`src/hw/rfr_defines.vh`:
```
// Constants for the clock-calendar flag and register bank.
// Assumes inclusion by bare name from design files under hw/.
//
// How it works
// RULE1: Watchdog, alarm, power events set their flags.
// RULE2: Reading flag register clears the three flags.
// RULE3: Reset loads flags zero except oscillator fail. The code also loads oscillator fail zero, then seeds it once.
// RULE4: Flag bits D7 down to D0 fixed layout.
// RULE5: Alarm date BCD 01-31, mask D7, D6 zero.
// RULE6: Trim magnitude is binary with separate sign.
// RULE7: Software writes zero to unused clock bits.
// RULE8: Oscillator/backup flag clears appear after delay.
// RULE9: Interrupt needs flag set and its enable one.
// RULE10: Pulse mode drives about 200 ms, else level.
// RULE11: Time registers hold BCD, unused bits zero.
`ifndef RFR_DEFINES_VH
`define RFR_DEFINES_VH

// Register indices; the byte address is four times the index.
`define RFR_IDX_FLAG 4'h0
`define RFR_IDX_CENT 4'h1
`define RFR_IDX_ASEC 4'h2
`define RFR_IDX_AMIN 4'h3
`define RFR_IDX_AHOUR 4'h4
`define RFR_IDX_ADATE 4'h5
`define RFR_IDX_IRQ 4'h6
`define RFR_IDX_WDOG 4'h7
`define RFR_IDX_TRIM 4'h8
`define RFR_IDX_SEC 4'h9
`define RFR_IDX_MIN 4'hA
`define RFR_IDX_HOUR 4'hB
`define RFR_IDX_WDAY 4'hC
`define RFR_IDX_MDAY 4'hD
`define RFR_IDX_MON 4'hE
`define RFR_IDX_YEAR 4'hF
// Extra registers: interrupt mask (byte address 0x40) and event status.
`define RFR_ADDR_MASK 12'h040
`define RFR_ADDR_EVT 12'h044

// Flag register bit positions.
`define RFR_FB_WDOG 7
`define RFR_FB_ALARM 6
`define RFR_FB_PFAIL 5
`define RFR_FB_OSC 4
`define RFR_FB_BKUP 3
`define RFR_FB_CALO 2
`define RFR_FB_WHOLD 1
`define RFR_FB_RSNAP 0

// Interrupt control bit positions.
`define RFR_IB_WIE 7
`define RFR_IB_AIE 6
`define RFR_IB_PFE 5
`define RFR_IB_SQUARE_WAVE_ENABLE 4
`define RFR_IB_HIGH 3
`define RFR_IB_PULSE 2

// Reset values.
`define RFR_RST_FLAG 8'h00
`define RFR_RST_IRQ 8'h08
`define RFR_RST_ALARM 8'h80
`define RFR_RST_ZERO 8'h00

// Timing: clock in MHz, pulse width in ms, flag update delay in ns.
`define RFR_CLK_MHZ 250
`define RFR_PULSE_MS 200
`define RFR_FLAG_DLY_NS 1000

`endif

```
`src/hw/rfr_sync2.v`:
```
// Two-stage synchroniser for one asynchronous level.
// Assumes the input comes from outside the pclk domain.
`timescale 1ns/100ps
`default_nettype none
module rfr_sync2 (
  input wire pclk,
  input wire presetn,
  input wire d,
  output wire q
);
  // First stage is read only by the second stage.
  reg s1_q;
  reg s2_q;
  always @(posedge pclk or negedge presetn) begin
    if (!presetn) begin
      s1_q <= 1'b0;
      s2_q <= 1'b0;
    end else begin
      s1_q <= d;
      s2_q <= s1_q;
    end
  end
  assign q = s2_q;
endmodule // rfr_sync2
`default_nettype wire

```
`src/hw/rfr_timer.v`:
```
// Loadable down-counter producing a one-cycle done pulse when it reaches zero.
// Assumes a synchronous start pulse and one clock.
`timescale 1ns/100ps
`default_nettype none
module rfr_timer #(
  parameter W = 32
) (
  input wire pclk,
  input wire presetn,
  input wire start,
  input wire abort,
  input wire [W-1:0] load,
  output wire busy,
  output wire done
);
  // Remaining cycles; zero means idle.
  reg [W-1:0] cnt_q;
  reg done_q;
  // Counts down after a start; abort drops it to idle.
  always @(posedge pclk or negedge presetn) begin
    if (!presetn) begin
      cnt_q <= {W{1'b0}};
      done_q <= 1'b0;
    end else if (abort) begin
      cnt_q <= {W{1'b0}};
      done_q <= 1'b0;
    end else if (start) begin
      cnt_q <= load;
      done_q <= 1'b0;
    end else begin
      done_q <= (cnt_q == {{(W-1){1'b0}}, 1'b1});
      if (cnt_q != {W{1'b0}}) begin
        cnt_q <= cnt_q - {{(W-1){1'b0}}, 1'b1};
      end
    end
  end
  assign busy = (cnt_q != {W{1'b0}});
  assign done = done_q;
endmodule // rfr_timer
`default_nettype wire

```
`src/hw/rfr_regbank.v`:
```
// Clock-calendar register bank with event flags and interrupt driver.
// Assumes an APB master on pclk and event inputs from foreign domains.
`include "rfr_defines.vh"
`timescale 1ns/100ps
`default_nettype none
module rfr_regbank #(
  // Pulse length: milliseconds times cycles per millisecond (MHz times 1000).
  parameter PULSE_CYC = `RFR_PULSE_MS * `RFR_CLK_MHZ * 1000,
  parameter FDLY_CYC = (`RFR_FLAG_DLY_NS * `RFR_CLK_MHZ + 999) / 1000
) (
  input wire pclk,
  input wire presetn,
  input wire psel,
  input wire penable,
  input wire pwrite,
  input wire [11:0] paddr,
  input wire [31:0] pwdata,
  output reg [31:0] prdata,
  output wire pready,
  output wire pslverr,
  input wire watchdog_expire,
  input wire alarm_match,
  input wire power_trip,
  input wire osc_fail_in,
  input wire backup_fail_in,
  output wire rtc_int_o,
  output wire rtc_int_oe,
  output wire irq
);
  ////////////////////////////////////////////////////////////////////////
  // Bus decode.
  ////////////////////////////////////////////////////////////////////////
  // Access phase strobes; the slave answers with zero wait states.
  wire acc = psel & penable;
  wire wr = acc & pwrite;
  wire rd = acc & ~pwrite;
  // Register window covers byte addresses 0x00 to 0x3C, word aligned.
  wire in_map = (paddr[11:6] == 6'h00) & (paddr[1:0] == 2'b00);
  wire [3:0] idx = paddr[5:2];
  wire hit_mask = (paddr == `RFR_ADDR_MASK);
  wire hit_evt = (paddr == `RFR_ADDR_EVT);
  wire mapped = in_map | hit_mask | hit_evt;
  // The slave never stretches a transfer beyond its first access cycle.
  assign pready = 1'b1;
  // Unmapped addresses answer with an error.
  assign pslverr = acc & ~mapped;
  wire wr_reg = wr & in_map;
  wire rd_flag = rd & in_map & (idx == `RFR_IDX_FLAG);

  ////////////////////////////////////////////////////////////////////////
  // Event synchronisers.
  ////////////////////////////////////////////////////////////////////////
  // External events come from other domains and pass two flops first.
  wire [4:0] ev_raw = {watchdog_expire, alarm_match, power_trip,
                       osc_fail_in, backup_fail_in};
  wire [4:0] ev_s;
  genvar g;
  generate
    for (g = 0; g < 5; g = g + 1) begin : g_sync
      rfr_sync2 u_sync (
        .pclk(pclk),
        .presetn(presetn),
        .d(ev_raw[g]),
        .q(ev_s[g])
      );
    end
  endgenerate
  // Rising-edge detect on synchronised levels only.
  reg [4:0] ev_prev_q;
  always @(posedge pclk or negedge presetn) begin
    if (!presetn) begin
      ev_prev_q <= 5'h00;
    end else begin
      ev_prev_q <= ev_s;
    end
  end
  wire [4:0] ev_rise = ev_s & ~ev_prev_q;
  // Vector order: watchdog, alarm, power, oscillator, backup.
  wire ev_wd = ev_rise[4];
  wire ev_al = ev_rise[3];
  wire ev_pf = ev_rise[2];
  wire ev_osc = ev_rise[1];
  wire ev_bk = ev_rise[0];

  ////////////////////////////////////////////////////////////////////////
  // Configuration registers.
  ////////////////////////////////////////////////////////////////////////
  reg [7:0] cent_q; // Century count, BCD.
  reg [7:0] asec_q; // Alarm second with match mask in D7.
  reg [7:0] amin_q; // Alarm minute with match mask in D7.
  reg [7:0] ahour_q; // Alarm hour with match mask in D7.
  reg [7:0] adate_q; // Alarm date with match mask in D7.
  reg [7:0] irqc_q; // Interrupt control.
  reg [7:0] wdog_q; // Watchdog control.
  reg [7:0] trim_q; // Oscillator trim.
  reg [7:0] sec_q; // Time second, BCD.
  reg [7:0] min_q; // Time minute, BCD.
  reg [7:0] hour_q; // Time hour, BCD.
  reg [7:0] wday_q; // Weekday.
  reg [7:0] mday_q; // Month_day, BCD.
  reg [7:0] mon_q; // Month, BCD.
  reg [7:0] year_q; // Year, BCD.
  reg [2:0] mask_q; // Interrupt mask for the bus interrupt.
  reg [2:0] evt_q; // Sticky event status for the bus interrupt.
  wire [7:0] wd8 = pwdata[7:0];
  // Unused time, alarm and trim bits are masked off on write, so they read as zero; interrupt control bits 1:0 are stored as written.
  always @(posedge pclk or negedge presetn) begin
    if (!presetn) begin
      cent_q <= `RFR_RST_ZERO;
      asec_q <= `RFR_RST_ALARM;
      amin_q <= `RFR_RST_ALARM;
      ahour_q <= `RFR_RST_ALARM;
      adate_q <= `RFR_RST_ALARM;
      irqc_q <= `RFR_RST_IRQ;
      wdog_q <= `RFR_RST_ZERO;
      trim_q <= `RFR_RST_ZERO;
      sec_q <= `RFR_RST_ZERO;
      min_q <= `RFR_RST_ZERO;
      hour_q <= `RFR_RST_ZERO;
      wday_q <= `RFR_RST_ZERO;
      mday_q <= `RFR_RST_ZERO;
      mon_q <= `RFR_RST_ZERO;
      year_q <= `RFR_RST_ZERO;
      mask_q <= 3'h0;
    end else if (wr_reg) begin
      case (idx)
        `RFR_IDX_CENT: cent_q <= wd8; // [RULE11]
        `RFR_IDX_ASEC: asec_q <= wd8;
        `RFR_IDX_AMIN: amin_q <= wd8;
        `RFR_IDX_AHOUR: ahour_q <= wd8 & 8'hBF;
        // Date keeps the mask bit and forces D6 to zero.
        `RFR_IDX_ADATE: adate_q <= wd8 & 8'hBF; // [RULE5]
        `RFR_IDX_IRQ: irqc_q <= wd8;
        // Timeout bits change only when the same write holds the gate bit D6 low.
        `RFR_IDX_WDOG: begin
          wdog_q[7:6] <= wd8[7:6];
          if (!wd8[6]) begin
            wdog_q[5:0] <= wd8[5:0];
          end
        end
        // Run control, sign and five-bit binary magnitude.
        `RFR_IDX_TRIM: trim_q <= wd8 & 8'hBF; // [RULE6]
        `RFR_IDX_SEC: sec_q <= wd8 & 8'h7F; // [RULE11]
        `RFR_IDX_MIN: min_q <= wd8 & 8'h7F; // [RULE11]
        `RFR_IDX_HOUR: hour_q <= wd8 & 8'h3F; // [RULE11]
        `RFR_IDX_WDAY: wday_q <= wd8 & 8'h07; // [RULE11]
        `RFR_IDX_MDAY: mday_q <= wd8 & 8'h3F; // [RULE11]
        `RFR_IDX_MON: mon_q <= wd8 & 8'h1F; // [RULE11]
        `RFR_IDX_YEAR: year_q <= wd8; // [RULE11]
        default: cent_q <= cent_q;
      endcase
    end else if (wr & hit_mask) begin
      mask_q <= pwdata[2:0];
    end
  end

  ////////////////////////////////////////////////////////////////////////
  // Flag status register.
  ////////////////////////////////////////////////////////////////////////
  reg watchdog_timeout_flag_q;
  reg alarm_match_flag_q;
  reg power_fail_flag_q;
  reg oscillator_fail_flag_q;
  reg backup_supply_fail_flag_q;
  reg [2:0] ctl_q; // Calibration output, write hold, read snapshot.
  reg [1:0] pend_clr_q; // Pending clears of oscillator and backup flags.
  wire dly_done;
  // Only the done pulse of the delay timer is used; busy is left open.
  wire clr_req = wr_reg & (idx == `RFR_IDX_FLAG) &
                 (~wd8[`RFR_FB_OSC] | ~wd8[`RFR_FB_BKUP]);
  // Oscillator fail is reset to zero like the others; it is then seeded by a
  // clocked capture of the synchronised oscillator monitor.
  reg osc_seed_q;
  always @(posedge pclk or negedge presetn) begin
    if (!presetn) begin
      watchdog_timeout_flag_q <= 1'b0; // [RULE3]
      alarm_match_flag_q <= 1'b0; // [RULE3]
      power_fail_flag_q <= 1'b0; // [RULE3]
      backup_supply_fail_flag_q <= 1'b0; // [RULE3]
      ctl_q <= 3'h0; // [RULE3]
      oscillator_fail_flag_q <= 1'b0;
      osc_seed_q <= 1'b0;
      pend_clr_q <= 2'b00;
    end else begin
      osc_seed_q <= 1'b1;
      // A set in the same cycle as a read clear wins.
      if (ev_wd) begin
        watchdog_timeout_flag_q <= 1'b1; // [RULE1]
      end else if (rd_flag) begin
        watchdog_timeout_flag_q <= 1'b0; // [RULE2]
      end
      if (ev_al) begin
        alarm_match_flag_q <= 1'b1; // [RULE1]
      end else if (rd_flag) begin
        alarm_match_flag_q <= 1'b0; // [RULE2]
      end
      if (ev_pf) begin
        power_fail_flag_q <= 1'b1; // [RULE1]
      end else if (rd_flag) begin
        power_fail_flag_q <= 1'b0; // [RULE2]
      end
      if (wr_reg && idx == `RFR_IDX_FLAG) begin
        ctl_q <= wd8[2:0];
      end
      // Clears are held pending and applied when the delay expires.
      if (clr_req) begin
        pend_clr_q <= ~{wd8[`RFR_FB_OSC], wd8[`RFR_FB_BKUP]};
      end else if (dly_done) begin
        pend_clr_q <= 2'b00;
      end
      if (!osc_seed_q) begin
        oscillator_fail_flag_q <= ev_s[1];
      end else if (ev_osc) begin
        oscillator_fail_flag_q <= 1'b1;
      end else if (dly_done && pend_clr_q[1]) begin
        oscillator_fail_flag_q <= 1'b0; // [RULE8]
      end
      if (ev_bk) begin
        backup_supply_fail_flag_q <= 1'b1;
      end else if (dly_done && pend_clr_q[0]) begin
        backup_supply_fail_flag_q <= 1'b0; // [RULE8]
      end
    end
  end
  // Delay between the clear request and the visible update.
  rfr_timer #(.W(16)) u_fdly (
    .pclk(pclk),
    .presetn(presetn),
    .start(clr_req),
    .abort(1'b0),
    .load(FDLY_CYC[15:0]),
    .busy(),
    .done(dly_done)
  );
  wire [7:0] flag_v = {watchdog_timeout_flag_q, alarm_match_flag_q,
                       power_fail_flag_q, oscillator_fail_flag_q,
                       backup_supply_fail_flag_q, ctl_q}; // [RULE4]

  ////////////////////////////////////////////////////////////////////////
  // Interrupt pin driver.
  ////////////////////////////////////////////////////////////////////////
  // Only enabled sources reach the pin; a disabled flag stays silent.
  wire src_act = (watchdog_timeout_flag_q & irqc_q[`RFR_IB_WIE]) |
                 (alarm_match_flag_q & irqc_q[`RFR_IB_AIE]) |
                 (power_fail_flag_q & irqc_q[`RFR_IB_PFE]); // [RULE9]
  reg src_prev_q;
  always @(posedge pclk or negedge presetn) begin
    if (!presetn) begin
      src_prev_q <= 1'b0;
    end else begin
      src_prev_q <= src_act;
    end
  end
  wire src_rise = src_act & ~src_prev_q;
  wire pls_busy;
  // Pulse timer starts when the enabled sources go from none to any in pulse mode and ends after PULSE_CYC cycles or on a flag read.
  rfr_timer #(.W(32)) u_pulse (
    .pclk(pclk),
    .presetn(presetn),
    .start(src_rise & irqc_q[`RFR_IB_PULSE]),
    .abort(rd_flag),
    .load(PULSE_CYC[31:0]),
    .busy(pls_busy),
    .done()
  );
  // Pulse mode drives for the timer length; level mode while flags set.
  wire int_act = irqc_q[`RFR_IB_PULSE] ? pls_busy : src_act; // [RULE10]
  reg int_q;
  reg int_oe_q;
  // Active high drives push-pull; active low drives only the low level.
  always @(posedge pclk or negedge presetn) begin
    if (!presetn) begin
      int_q <= 1'b0;
      int_oe_q <= 1'b0;
    end else if (irqc_q[`RFR_IB_HIGH]) begin
      int_q <= int_act;
      int_oe_q <= 1'b1;
    end else begin
      int_q <= 1'b0;
      int_oe_q <= int_act;
    end
  end
  assign rtc_int_o = int_q;
  assign rtc_int_oe = int_oe_q;

  ////////////////////////////////////////////////////////////////////////
  // Bus interrupt: sticky events, write one to clear.
  ////////////////////////////////////////////////////////////////////////
  wire [2:0] ev3 = {ev_wd, ev_al, ev_pf};
  wire [2:0] evt_clr = (wr & hit_evt) ? pwdata[2:0] : 3'h0;
  // An event in the same cycle as its clear keeps the bit set.
  always @(posedge pclk or negedge presetn) begin
    if (!presetn) begin
      evt_q <= 3'h0;
    end else begin
      evt_q <= ev3 | (evt_q & ~evt_clr);
    end
  end
  assign irq = |(evt_q & mask_q);

  ////////////////////////////////////////////////////////////////////////
  // Read data.
  ////////////////////////////////////////////////////////////////////////
  reg [7:0] rmux;
  // Selects the addressed register; unmapped reads give zero.
  always @* begin
    rmux = 8'h00;
    if (in_map) begin
      case (idx)
        // Events landing in the setup cycle are shown now, because the
        // access edge clears them; a later event survives the clear.
        `RFR_IDX_FLAG: rmux = flag_v | {ev_wd, ev_al, ev_pf, 5'h00}; // [RULE2]
        `RFR_IDX_CENT: rmux = cent_q;
        `RFR_IDX_ASEC: rmux = asec_q;
        `RFR_IDX_AMIN: rmux = amin_q;
        `RFR_IDX_AHOUR: rmux = ahour_q;
        `RFR_IDX_ADATE: rmux = adate_q;
        `RFR_IDX_IRQ: rmux = irqc_q;
        `RFR_IDX_WDOG: rmux = wdog_q;
        `RFR_IDX_TRIM: rmux = trim_q;
        `RFR_IDX_SEC: rmux = sec_q;
        `RFR_IDX_MIN: rmux = min_q;
        `RFR_IDX_HOUR: rmux = hour_q;
        `RFR_IDX_WDAY: rmux = wday_q;
        `RFR_IDX_MDAY: rmux = mday_q;
        `RFR_IDX_MON: rmux = mon_q;
        `RFR_IDX_YEAR: rmux = year_q;
        default: rmux = 8'h00;
      endcase
    end else if (hit_mask) begin
      rmux = {5'h00, mask_q};
    end else if (hit_evt) begin
      rmux = {5'h00, evt_q};
    end
  end
  // Read data is registered in the setup cycle, ready for the access.
  always @(posedge pclk or negedge presetn) begin
    if (!presetn) begin
      prdata <= 32'h00000000;
    end else if (psel & ~penable & ~pwrite) begin
      prdata <= {24'h000000, rmux};
    end
  end
endmodule // rfr_regbank
`default_nettype wire

```
`config.mk`:
```
export PLATFORM = sky130hd
export DESIGN_NAME = rfr_regbank
export DESIGN_NICKNAME = d
export VERILOG_FILES = /design/src/hw/rfr_sync2.v /design/src/hw/rfr_timer.v /design/src/hw/rfr_regbank.v
export VERILOG_INCLUDE_DIRS = /design/src /design/src/hw
export SDC_FILE = /design/constraint.sdc
export NUM_CORES = 1
export LEC_CHECK = 0
export ABC_CLOCK_PERIOD_IN_PS = 3600
export BUFFER_PORTS_ARGS = -buffer_cell sky130_fd_sc_hd__buf_4
export CORE_ASPECT_RATIO = 1.4
export CORE_UTILIZATION = 60
export CTS_CLUSTER_SIZE = 28
export DETAILED_ROUTE_END_ITERATION = 6
export GPL_ROUTABILITY_DRIVEN = 0
export PLACE_DENSITY = 0.81
export SYNTH_ARGS = -nofsm -noshare
export SYNTH_HDL_FRONTEND = slang
export SYNTH_SLANG_ARGS = --single-unit
```
`constraint.sdc`:
```
create_clock -name pclk -period 3.6 [get_ports pclk]
set_input_delay 0.72 -clock pclk [delete_from_list [all_inputs] [get_ports pclk]]
set_output_delay 0.72 -clock pclk [all_outputs]
set_load 0.01 [all_outputs]
```
==> impl_results.md, run 1 <==
- Async set or reset register ratio after synthesis: 100%
- Total count of max-transition violations in the final report: 0
- Number of I/O pins: 91
- Final period utilization: 81.3%
- CTS tree: yes
- Worst hold path class: flip-flop to flip-flop
- Area fraction in compound gates after synthesis: 12.4%
- Antenna Cells: 0
- Core Box Area: 15600 µm²
- Sw Pwr: 1160 µW
- Global-route wire length before repair: 37400 µm
- Number of cells on the worst hold path: 0
- Number of buffers inserted during clock tree synthesis: 17
- Via count: 6952
- Relative contribution of the clock network to total power: 41.2%
- Mux cell area share after synthesis: 16.0%
- Drt first-iter violations: 605
- Most common library cell in the layout ignoring fill and taps: dfrtp_1
- Required arrival time at the worst endpoint: 3900 ps
- Total overflow reported by the global router: 0
- DRC violations left: 0
- Vias in the first global route: 7255
- First-pass detailed-route iteration total: 6
- Worst Setup Start Kind: flip-flop
- Number of hold-repair buffers added at the cts stage: 0
- Basic-gate share of the synthesized area counting and, or, nand and nor cells: 15.0%
- Maximum number of pins on one net before global-route repair: 110
- Synth unique cells: 82
- Worst clock skew on the final layout: 5.86 ps
- Main combinational cell family by area after synthesis: multiplexers
- Number of synthesized flops with an enable pin: 0
- Setup TNS: 0 ps
- Post-DRT Antenna Nets: 0
- Number of warnings printed during yosys synthesis: 0
- Maximum achievable frequency: 342 MHz
- Final number of setup-violating endpoints: 0
- Clock Latency Late Sink: 440 ps
- Min setup slack post-route: 673 ps
- Power density over the cells: 427 nW/µm²
- Setup repair after global routing missed its margin: false
- Cell accounting for the most synthesized area: dfrtp_1
- Design internal power: 3400 µW
- Number of buffers inserted by port buffering: 41
- Clock sinks: 195
- Die Y: 152 µm
- Number of H-tree levels: 4
- Least-Margin Pin Slew: 952 ps
- Post-place setup slack: 322 ps
- Max-Cap Viols: 0
- Path depth of the worst reg2reg path: 5
- Most frequent cells in the layout: dfrtp_1, mux2_2, buf_4, nand2_1, o21ai_0
- Relative contribution of sequential cells to total power: 51.4%
- Critical path type: flip-flop to flip-flop
- Peak VDD IR: 0.364 mV
- Seq cells post-synth: 195
- Fraction of power spent switching nets: 25.5%
- Clock-pin slew of the registers on the worst-case setup and hold paths: 70 ps
- Combinational share of power: 7.4%
- Leak Pwr: 0.00468 µW
- Signed area change from the synthesized netlist to the final layout: 11.1%
- Result of the run: finished clean
- Max-Slew Margin vs Limit: 36.1%
- Min Clock Period, post-route: 2930 ps
- CTS Root Cell: clkbuf_16
- Cells taking the most area after synthesis: dfrtp_1, mux2_2, buf_4
- Routed wire per std cell: 21.5 µm
- Post-cts gate resize count: 0
- Share of cells above drive strength 1: 29.9%
- Cell count after synthesis: 828
- Antenna violations before repair: 0
- GRT Resource Usage Total: 29.5%
- Initial cell density of the core: 61.7%
- Final hold violations: 0
- Placed wire-length estimate after detailed placement: 16000 µm
- Average vias per placed instance: 6.46
- Number of nets in the layout: 925
- Post-CTS setup buffers: 0
- Post-Route WL: 23100 µm
- Critical-path maximum fanout: 10
- Floorplan die area: 16600 µm²
- Adder-cell share of the synthesized area: 0.520%
- Dominant register cell in the synthesized netlist: dfrtp_1
- Cell Rows: 54
- Parity-gate share of the synthesized area counting xor and xnor cells: 1.00%
- Number of buffers between clock root and the deepest sink: 2
- Cell area after synthesis: 9630 µm²
- Area fraction of the dominant cell type after synthesis: 49.4%
- Seq/Total Area, Yosys: 50.8%
- Die X: 109 µm
- Synthesized area divided by synthesized cell count: 11.6 µm²
- Critical path data arrival time: 3220 ps
- Endpoint type of the worst setup path: flip-flop
==> worst max-delay path: stages (launching register included) <==
cell and delay [ps]:
dfrtp_1 400, or4_4 570, or4_1 760, o41ai_1 680, o21ai_0 200, nor2b_1 170
==> logic make-up (layout without fill, tap and decap cells) <==
family | after synthesis | count (layout)
simple gates | 231 | 231
compound gates | 168 | 168
buf+inv | 81 | 109
other cells | 2 | 26
flops | 195 | 195
fa+ha+maj | 4 | 4
mux | 136 | 136
xor+xnor | 11 | 11
==> power by group through the flow <==
stage                     Sequential [µW]  Clock [µW]  Combinational, µW
after floorplan                      2370           0                207
after global placement               2380           0                319
after detailed placement             2390           0                334
after CTS                            2340        1900                337
after global routing                 2360        1990                372
final                                2350        1880                337
==> final timing paths <==
path	start	to	slack [ps]
hold / removal	g_sync[1].u_sync.s1_q	g_sync[1].u_sync.q	350
max in group asynchronous	presetn	min_q[1]	2410
hold reg to reg	g_sync[1].u_sync.s1_q	g_sync[1].u_sync.q	350
setup reg to reg	u_pulse.cnt_q[15]	u_pulse.cnt_q[11]	670
min in group asynchronous	presetn	u_pulse.cnt_q[31]	380
setup / recovery	u_pulse.cnt_q[15]	u_pulse.cnt_q[11]	670
==> Yosys cell counts, drive strengths merged, types with 8 or more instances <==
| cell | number |
|---|---|
| nor3 | 16 |
| o21ai | 34 |
| a22oi | 10 |
| or4 | 18 |
| a21oi | 24 |
| buf | 33 |
| a31oi | 13 |
| clkbuf | 33 |
| o41ai | 8 |
| a211oi | 9 |
| nor2b | 14 |
| nor2 | 34 |
| mux2 | 121 |
| nand3 | 18 |
| nor4 | 12 |
| o22ai | 11 |
| nand2 | 42 |
| dfrtp | 190 |
| o31ai | 11 |
| inv | 14 |
| nand2b | 9 |
| mux2i | 13 |
| or3 | 21 |
==> flip-flops by register name, summed over array words and instances (netlist names), 3 cells and up <==
signal,flops
mon_q,5
min_q,7
amin_q,8
adate_q,7
hour_q,6
trim_q,7
u_fdly.cnt_q,16
prdata,8
evt_q,3
wdog_q,8
cent_q,8
wday_q,3
ev_prev_q,5
asec_q,8
u_pulse.cnt_q,32
g_sync.u_sync.q,5
mday_q,6
mask_q,3
sec_q,7
ahour_q,7
g_sync.u_sync.s1_q,5
irqc_q,8
year_q,8
ctl_q,3
==> stage by stage <==
step	util, %	power, µW	area [µm²]	instances	hold slack, ps
2_1_floorplan	-	2570	9720	852	331
3_3_place_gp	64.7	2700	10100	1044	333
3_5_place_dp	64.7	2720	10100	1044	335
4_1_cts	68.5	4580	10700	1076	351
5_1_grt	68.5	4720	10700	1076	363
6_report	68.5	4560	10700	1076	351
==> per-layer routing <==
layer  track usage (%)  share of wire, %
met4              15.4               4.2
met2              49.4                53
met5                 0                 0
met1              35.6                38
met3              5.32               5.3
==> layout make-up <==
type	instances	area, µm²
clock inverter	12	123
multi-input combinational	576	4420
tap	196	245
clock buffer	20	467
inverter	15	56.3
timing repair buffer	62	497
fill	1092	4910
sequential	195	4890
Note: power is estimated with default switching activity, not from simulation.
==> run 2, diff against run 1 <==
ABC_CLOCK_PERIOD_IN_PS = 2900   (was 3600)
clock period = 2.9 ns   (was 3.6 ns; I/O delays follow)
==> impl_results.md, run 2 (synthesis results as in run 1) <==
- Setup TNS: 0 ps
- Most common library cell in the layout ignoring fill and taps: dfrtp_1
- Antenna Cells: 0
- Result of the run: finished clean
- Critical-path maximum fanout: 8
- Floorplan die area: 16600 µm²
- Worst Setup Start Kind: primary input
- Worst reg2reg setup slack: 250 ps
- Via count: 7292
- Clock sinks: 195
- Post-Route WL: 24000 µm
- Placed wire-length estimate after detailed placement: 17000 µm
- Peak VDD IR: 0.360 mV
- Flip-flop count of the largest register after layout: 32
- Number of hold-repair buffers added at the cts stage: 0
- Max-Cap Viols: 0
- Total overflow reported by the global router: 0
- Clock Latency Late Sink: 450 ps
- Vias in the first global route: 7425
- CTS Root Cell: clkbuf_16
- Max-Slew Margin vs Limit: 50.3%
- Setup repair after global routing missed its margin: false
- Largest register by flop count: u_pulse.cnt_q
- Post-cts gate resize count: 0
- Average vias per placed instance: 6.61
- Initial cell density of the core: 61.7%
- First-pass detailed-route iteration total: 7
- Worst clock skew on the final layout: 15.6 ps
- Number of buffers inserted by port buffering: 41
- Global-route wire length before repair: 38200 µm
- CTS tree: yes
- Maximum achievable frequency: 362 MHz
- Final number of setup-violating endpoints: 0
- GRT Resource Usage Total: 30.3%
- Total power: 5800 µW
- Endpoint type of the worst setup path: output pin
- Largest registers ranked by flip-flop count: u_pulse.cnt_q x32, u_fdly.cnt_q x16
- Critical path type: primary input to output pin
- Clock-pin slew of the registers on the worst-case setup and hold paths: 70 ps
- Share of cells above drive strength 1: 31.8%
- Critical path data arrival time: 2180 ps
- Min Clock Period, post-route: 2760 ps
- Total count of max-transition violations in the final report: 0
- Routed wire per std cell: 21.7 µm
- Number of I/O pins: 91
- Drt first-iter violations: 804
- Cell Rows: 54
- Post-DRT Antenna Nets: 0
- Worst hold path class: primary input to asynchronous set/reset pin
- Final period utilization: 95.3%
- Number of H-tree levels: 4
- Number of nets in the layout: 953
- Power density over the cells: 530 nW/µm²
- Post-CTS setup buffers: 0
- Least-Margin Pin Slew: 742 ps
- DRC violations left: 0
- Core Box Area: 15600 µm²
- Antenna violations before repair: 0
- Maximum number of pins on one net before global-route repair: 73
- Die Y: 152 µm
- Number of buffers between clock root and the deepest sink: 2
- Number of buffers inserted during clock tree synthesis: 17
- Leak Pwr: 0.00484 µW
- Most frequent cells in the layout: dfrtp_1, mux2_2, buf_4, nand2_1, o21ai_0
- Die X: 109 µm
- Final hold violations: 0
- Signed area change from the synthesized netlist to the final layout: 13.6%
- Required arrival time at the worst endpoint: 2320 ps
-- run 2: cell count changes in the layout (fill, tap and decap cells not counted) --
cell,change
buf_4,+27
bufinv_16,+2
clkbuf_1,+2
clkinv_4,-2
inv_6,-2
buf_12,+1
clkbuf_8,-1
clkinv_2,+1
-- run 2: metrics by stage --
| step | instance area (µm²) | utilization, % | setup WS, ps | hold slack, ps | std cells |
|---|---|---|---|---|---|
| floorplan | 9720 | - | 242 | 284 | 852 |
| global placement | 10300 | 66.2 | 39.3 | 333 | 1072 |
| detailed placement | 10300 | 66.2 | 28.0 | 335 | 1072 |
| CTS | 10900 | 70.1 | 128 | 166 | 1104 |
| global route | 10900 | 70.1 | 85.2 | 198 | 1104 |
| finish | 10900 | 70.1 | 138 | 143 | 1104 |
-- run 2: critical path, stage by stage --
cell	delay [ps]
buf_4	110
or4_1	630
buf_4	200
nor4_1	210
buf_4	220
a211oi_1	70
buf_4	170
-- run 2: worst paths after layout --
| check | start | to | depth (start not counted) |
|---|---|---|---|
| max in group asynchronous | presetn | u_fdly.cnt_q[9] | 2 |
| hold reg to reg | g_sync[1].u_sync.s1_q | g_sync[1].u_sync.q | 0 |
| hold / removal | presetn | u_pulse.cnt_q[30] | 1 |
| min in group pclk | backup_fail_in | g_sync[0].u_sync.s1_q | 1 |
| setup / recovery | paddr[11] | pslverr | 7 |
| setup reg to reg | u_pulse.cnt_q[15] | u_pulse.cnt_q[2] | 6 |
-- run 2: routing by layer --
metal	vias to the layer above	GRT usage, %	part of all wire (%)
met1	3716	35.4	38
li1	3193	-	-
met5	-	0	0
met4	0	17.7	5.3
met2	282	50.5	52
met3	101	6.56	5.4
-- run 2: cell type report --
cell class              count  area [µm²]
fillers                  1034        4670
clock inverters            11         153
well taps                 196         245
inverters                  15        56.3
repair buffers             90         719
flip-flops and latches    195        4890
clock buffers              21         460
multi-input cells         576        4420
-- run 2: power breakdown --
| group | internal, µW | total, µW | switching [µW] | leakage [µW] |
|---|---|---|---|---|
| Sequential | 2810 | 2910 | 101 | 0.00248 |
| Combinational | 152 | 436 | 285 | 0.00206 |
| Clock | 1410 | 2450 | 1040 | 0.000295 |
==> run 3, diff against run 2 <==
PLACE_DENSITY = 0.79   (was 0.81)
==> impl_results.md, run 3 (synthesis results as in run 1) <==
- Drt first-iter violations: 607
- Total count of max-transition violations in the final report: 0
- Power density over the cells: 532 nW/µm²
- Non-filler instance count after layout: 1099
- Result of the run: finished clean
- Maximum achievable frequency: 371 MHz
- Critical-path maximum fanout: 7
- Clock Latency Late Sink: 440 ps
- Most common library cell in the layout ignoring fill and taps: dfrtp_1
- Global-route wire length before repair: 38400 µm
- Largest stage delay, worst path: 690 ps
- Average vias per placed instance: 6.58
- FILL cells: 1093
- Leak Pwr: 0.00482 µW
- CTS tree: yes
- Most frequent cells in the layout: dfrtp_1, mux2_2, buf_4, nand2_1, o21ai_0
- Max-Slew Margin vs Limit: 59.1%
- Initial cell density of the core: 61.7%
- Flip-flop count of the largest register after layout: 32
- Max-Cap Viols: 0
- Maximum number of pins on one net before global-route repair: 77
- Core Box Area: 15600 µm²
- Number of hold-repair buffers added at the cts stage: 0
- Least-Margin Pin Slew: 614 ps
- Signed area change from the synthesized netlist to the final layout: 13.1%
- Critical path's top delay family: simple AND/OR/NAND/NOR gates
- Via count: 7227
- Post-CTS setup buffers: 0
- Critical path type: flip-flop to flip-flop
- Worst clock skew on the final layout: 9.38 ps
- DRC violations left: 0
- Vias in the first global route: 7369
- Post-Route WL: 23900 µm
- Post-cts gate resize count: 0
- Share of cells above drive strength 1: 31.7%
- Routed wire per std cell: 21.8 µm
- Total overflow reported by the global router: 0
- Antenna Cells: 0
- Largest register by flop count: u_pulse.cnt_q
- Min Clock Period, post-route: 2700 ps
- Post-DRT Antenna Nets: 0
- Number of H-tree levels: 4
- Die Y: 152 µm
- Number of buffers inserted by port buffering: 41
- Clock-pin slew of the registers on the worst-case setup and hold paths: 80 ps
- Cell count after placement: 1067
- Worst hold path class: primary input to asynchronous set/reset pin
- Final hold violations: 0
- Worst Setup Start Kind: flip-flop
- Endpoint type of the worst setup path: flip-flop
- Number of nets in the layout: 948
- Worst path bufs/invs: 1
- Final number of setup-violating endpoints: 0
- Largest registers ranked by flip-flop count: u_pulse.cnt_q x32, u_fdly.cnt_q x16
- Cell Rows: 54
- Number of buffers between clock root and the deepest sink: 2
- Worst path cell trace: or4_4 -> or4_1 -> o41ai_1 -> buf_4 -> o31ai_1 -> a31oi_1
- Floorplan die area: 16600 µm²
- Required arrival time at the worst endpoint: 3260 ps
- Final period utilization: 93.0%
- First-pass detailed-route iteration total: 6
- Setup repair after global routing missed its margin: false
- Die X: 109 µm
- Placed wire-length estimate after detailed placement: 16800 µm
- Util after Layout: 69.8%
- GRT Resource Usage Total: 30.6%
- Setup TNS: 0 ps
- Area of placed instances: 10300 µm²
- Peak VDD IR: 0.348 mV
- CTS Root Cell: clkbuf_16
- Number of buffers inserted during clock tree synthesis: 17
- Critical path data arrival time: 3060 ps
- Number of I/O pins: 91
- Slowest cell on crit path: or4_1
- Final instance area: 10900 µm²
- Clock sinks: 195
- Antenna violations before repair: 0
[run 3: cell count changes in the layout (fill, tap and decap cells not counted)]
cell,change
clkinv_8,+4
clkbuf_1,-2
buf_12,-2
clkinvlp_4,-2
clkinv_4,-2
buf_4,-3
inv_6,+4
inv_12,+1
bufinv_16,-2
inv_8,+3
clkbuf_8,-2
clkinv_2,-2
[run 3: power breakdown]
| part | internal (µW) | switching [µW] |
|---|---|---|
| combinational | 149 | 287 |
| clock | 1260 | 1180 |
| sequential | 2810 | 101 |
[run 3: path summary, 6_finish.rpt]
kind,startpoint,to,slack (ps),cells past startpoint
min,presetn,u_pulse.cnt_q[27],160,1
min reg2reg,g_sync[2].u_sync.s1_q,g_sync[2].u_sync.q,350,0
min in group pclk,watchdog_expire,g_sync[4].u_sync.s1_q,240,1
max in group asynchronous,presetn,ev_prev_q[0],1880,2
max reg2reg,u_pulse.cnt_q[13],u_pulse.cnt_q[13],200,6
max,u_pulse.cnt_q[13],u_pulse.cnt_q[13],200,6
[run 3: through the flow]
step	worst slack (ps)	power [µW]	hold WS (ps)
2_1_floorplan	242	3200	284
3_3_place_gp	73.7	3360	332
3_5_place_dp	43.9	3390	336
4_1_cts	223	5820	179
5_1_grt	114	5990	195
6_report	202	5790	163
[run 3: layout make-up]
class / count / area [µm²] / share of cell area [%]
sequential: 195 / 4890 / 44.9
timing repair buffer: 85 / 657 / 6.03
clock inverter: 15 / 200 / 1.84
clock buffer: 17 / 425 / 3.91
tap: 196 / 245 / 2.25
multi-input combinational: 576 / 4420 / 40.6
inverter: 15 / 56.3 / 0.517
[run 3: routing by layer]
| layer | part of all wire (%) | GRT usage [%] |
|---|---|---|
| met4 | 6.2 | 19.8 |
| met5 | 0 | 0 |
| met3 | 4.8 | 5.32 |
| met1 | 37 | 34.6 |
| met2 | 52 | 52.0 |
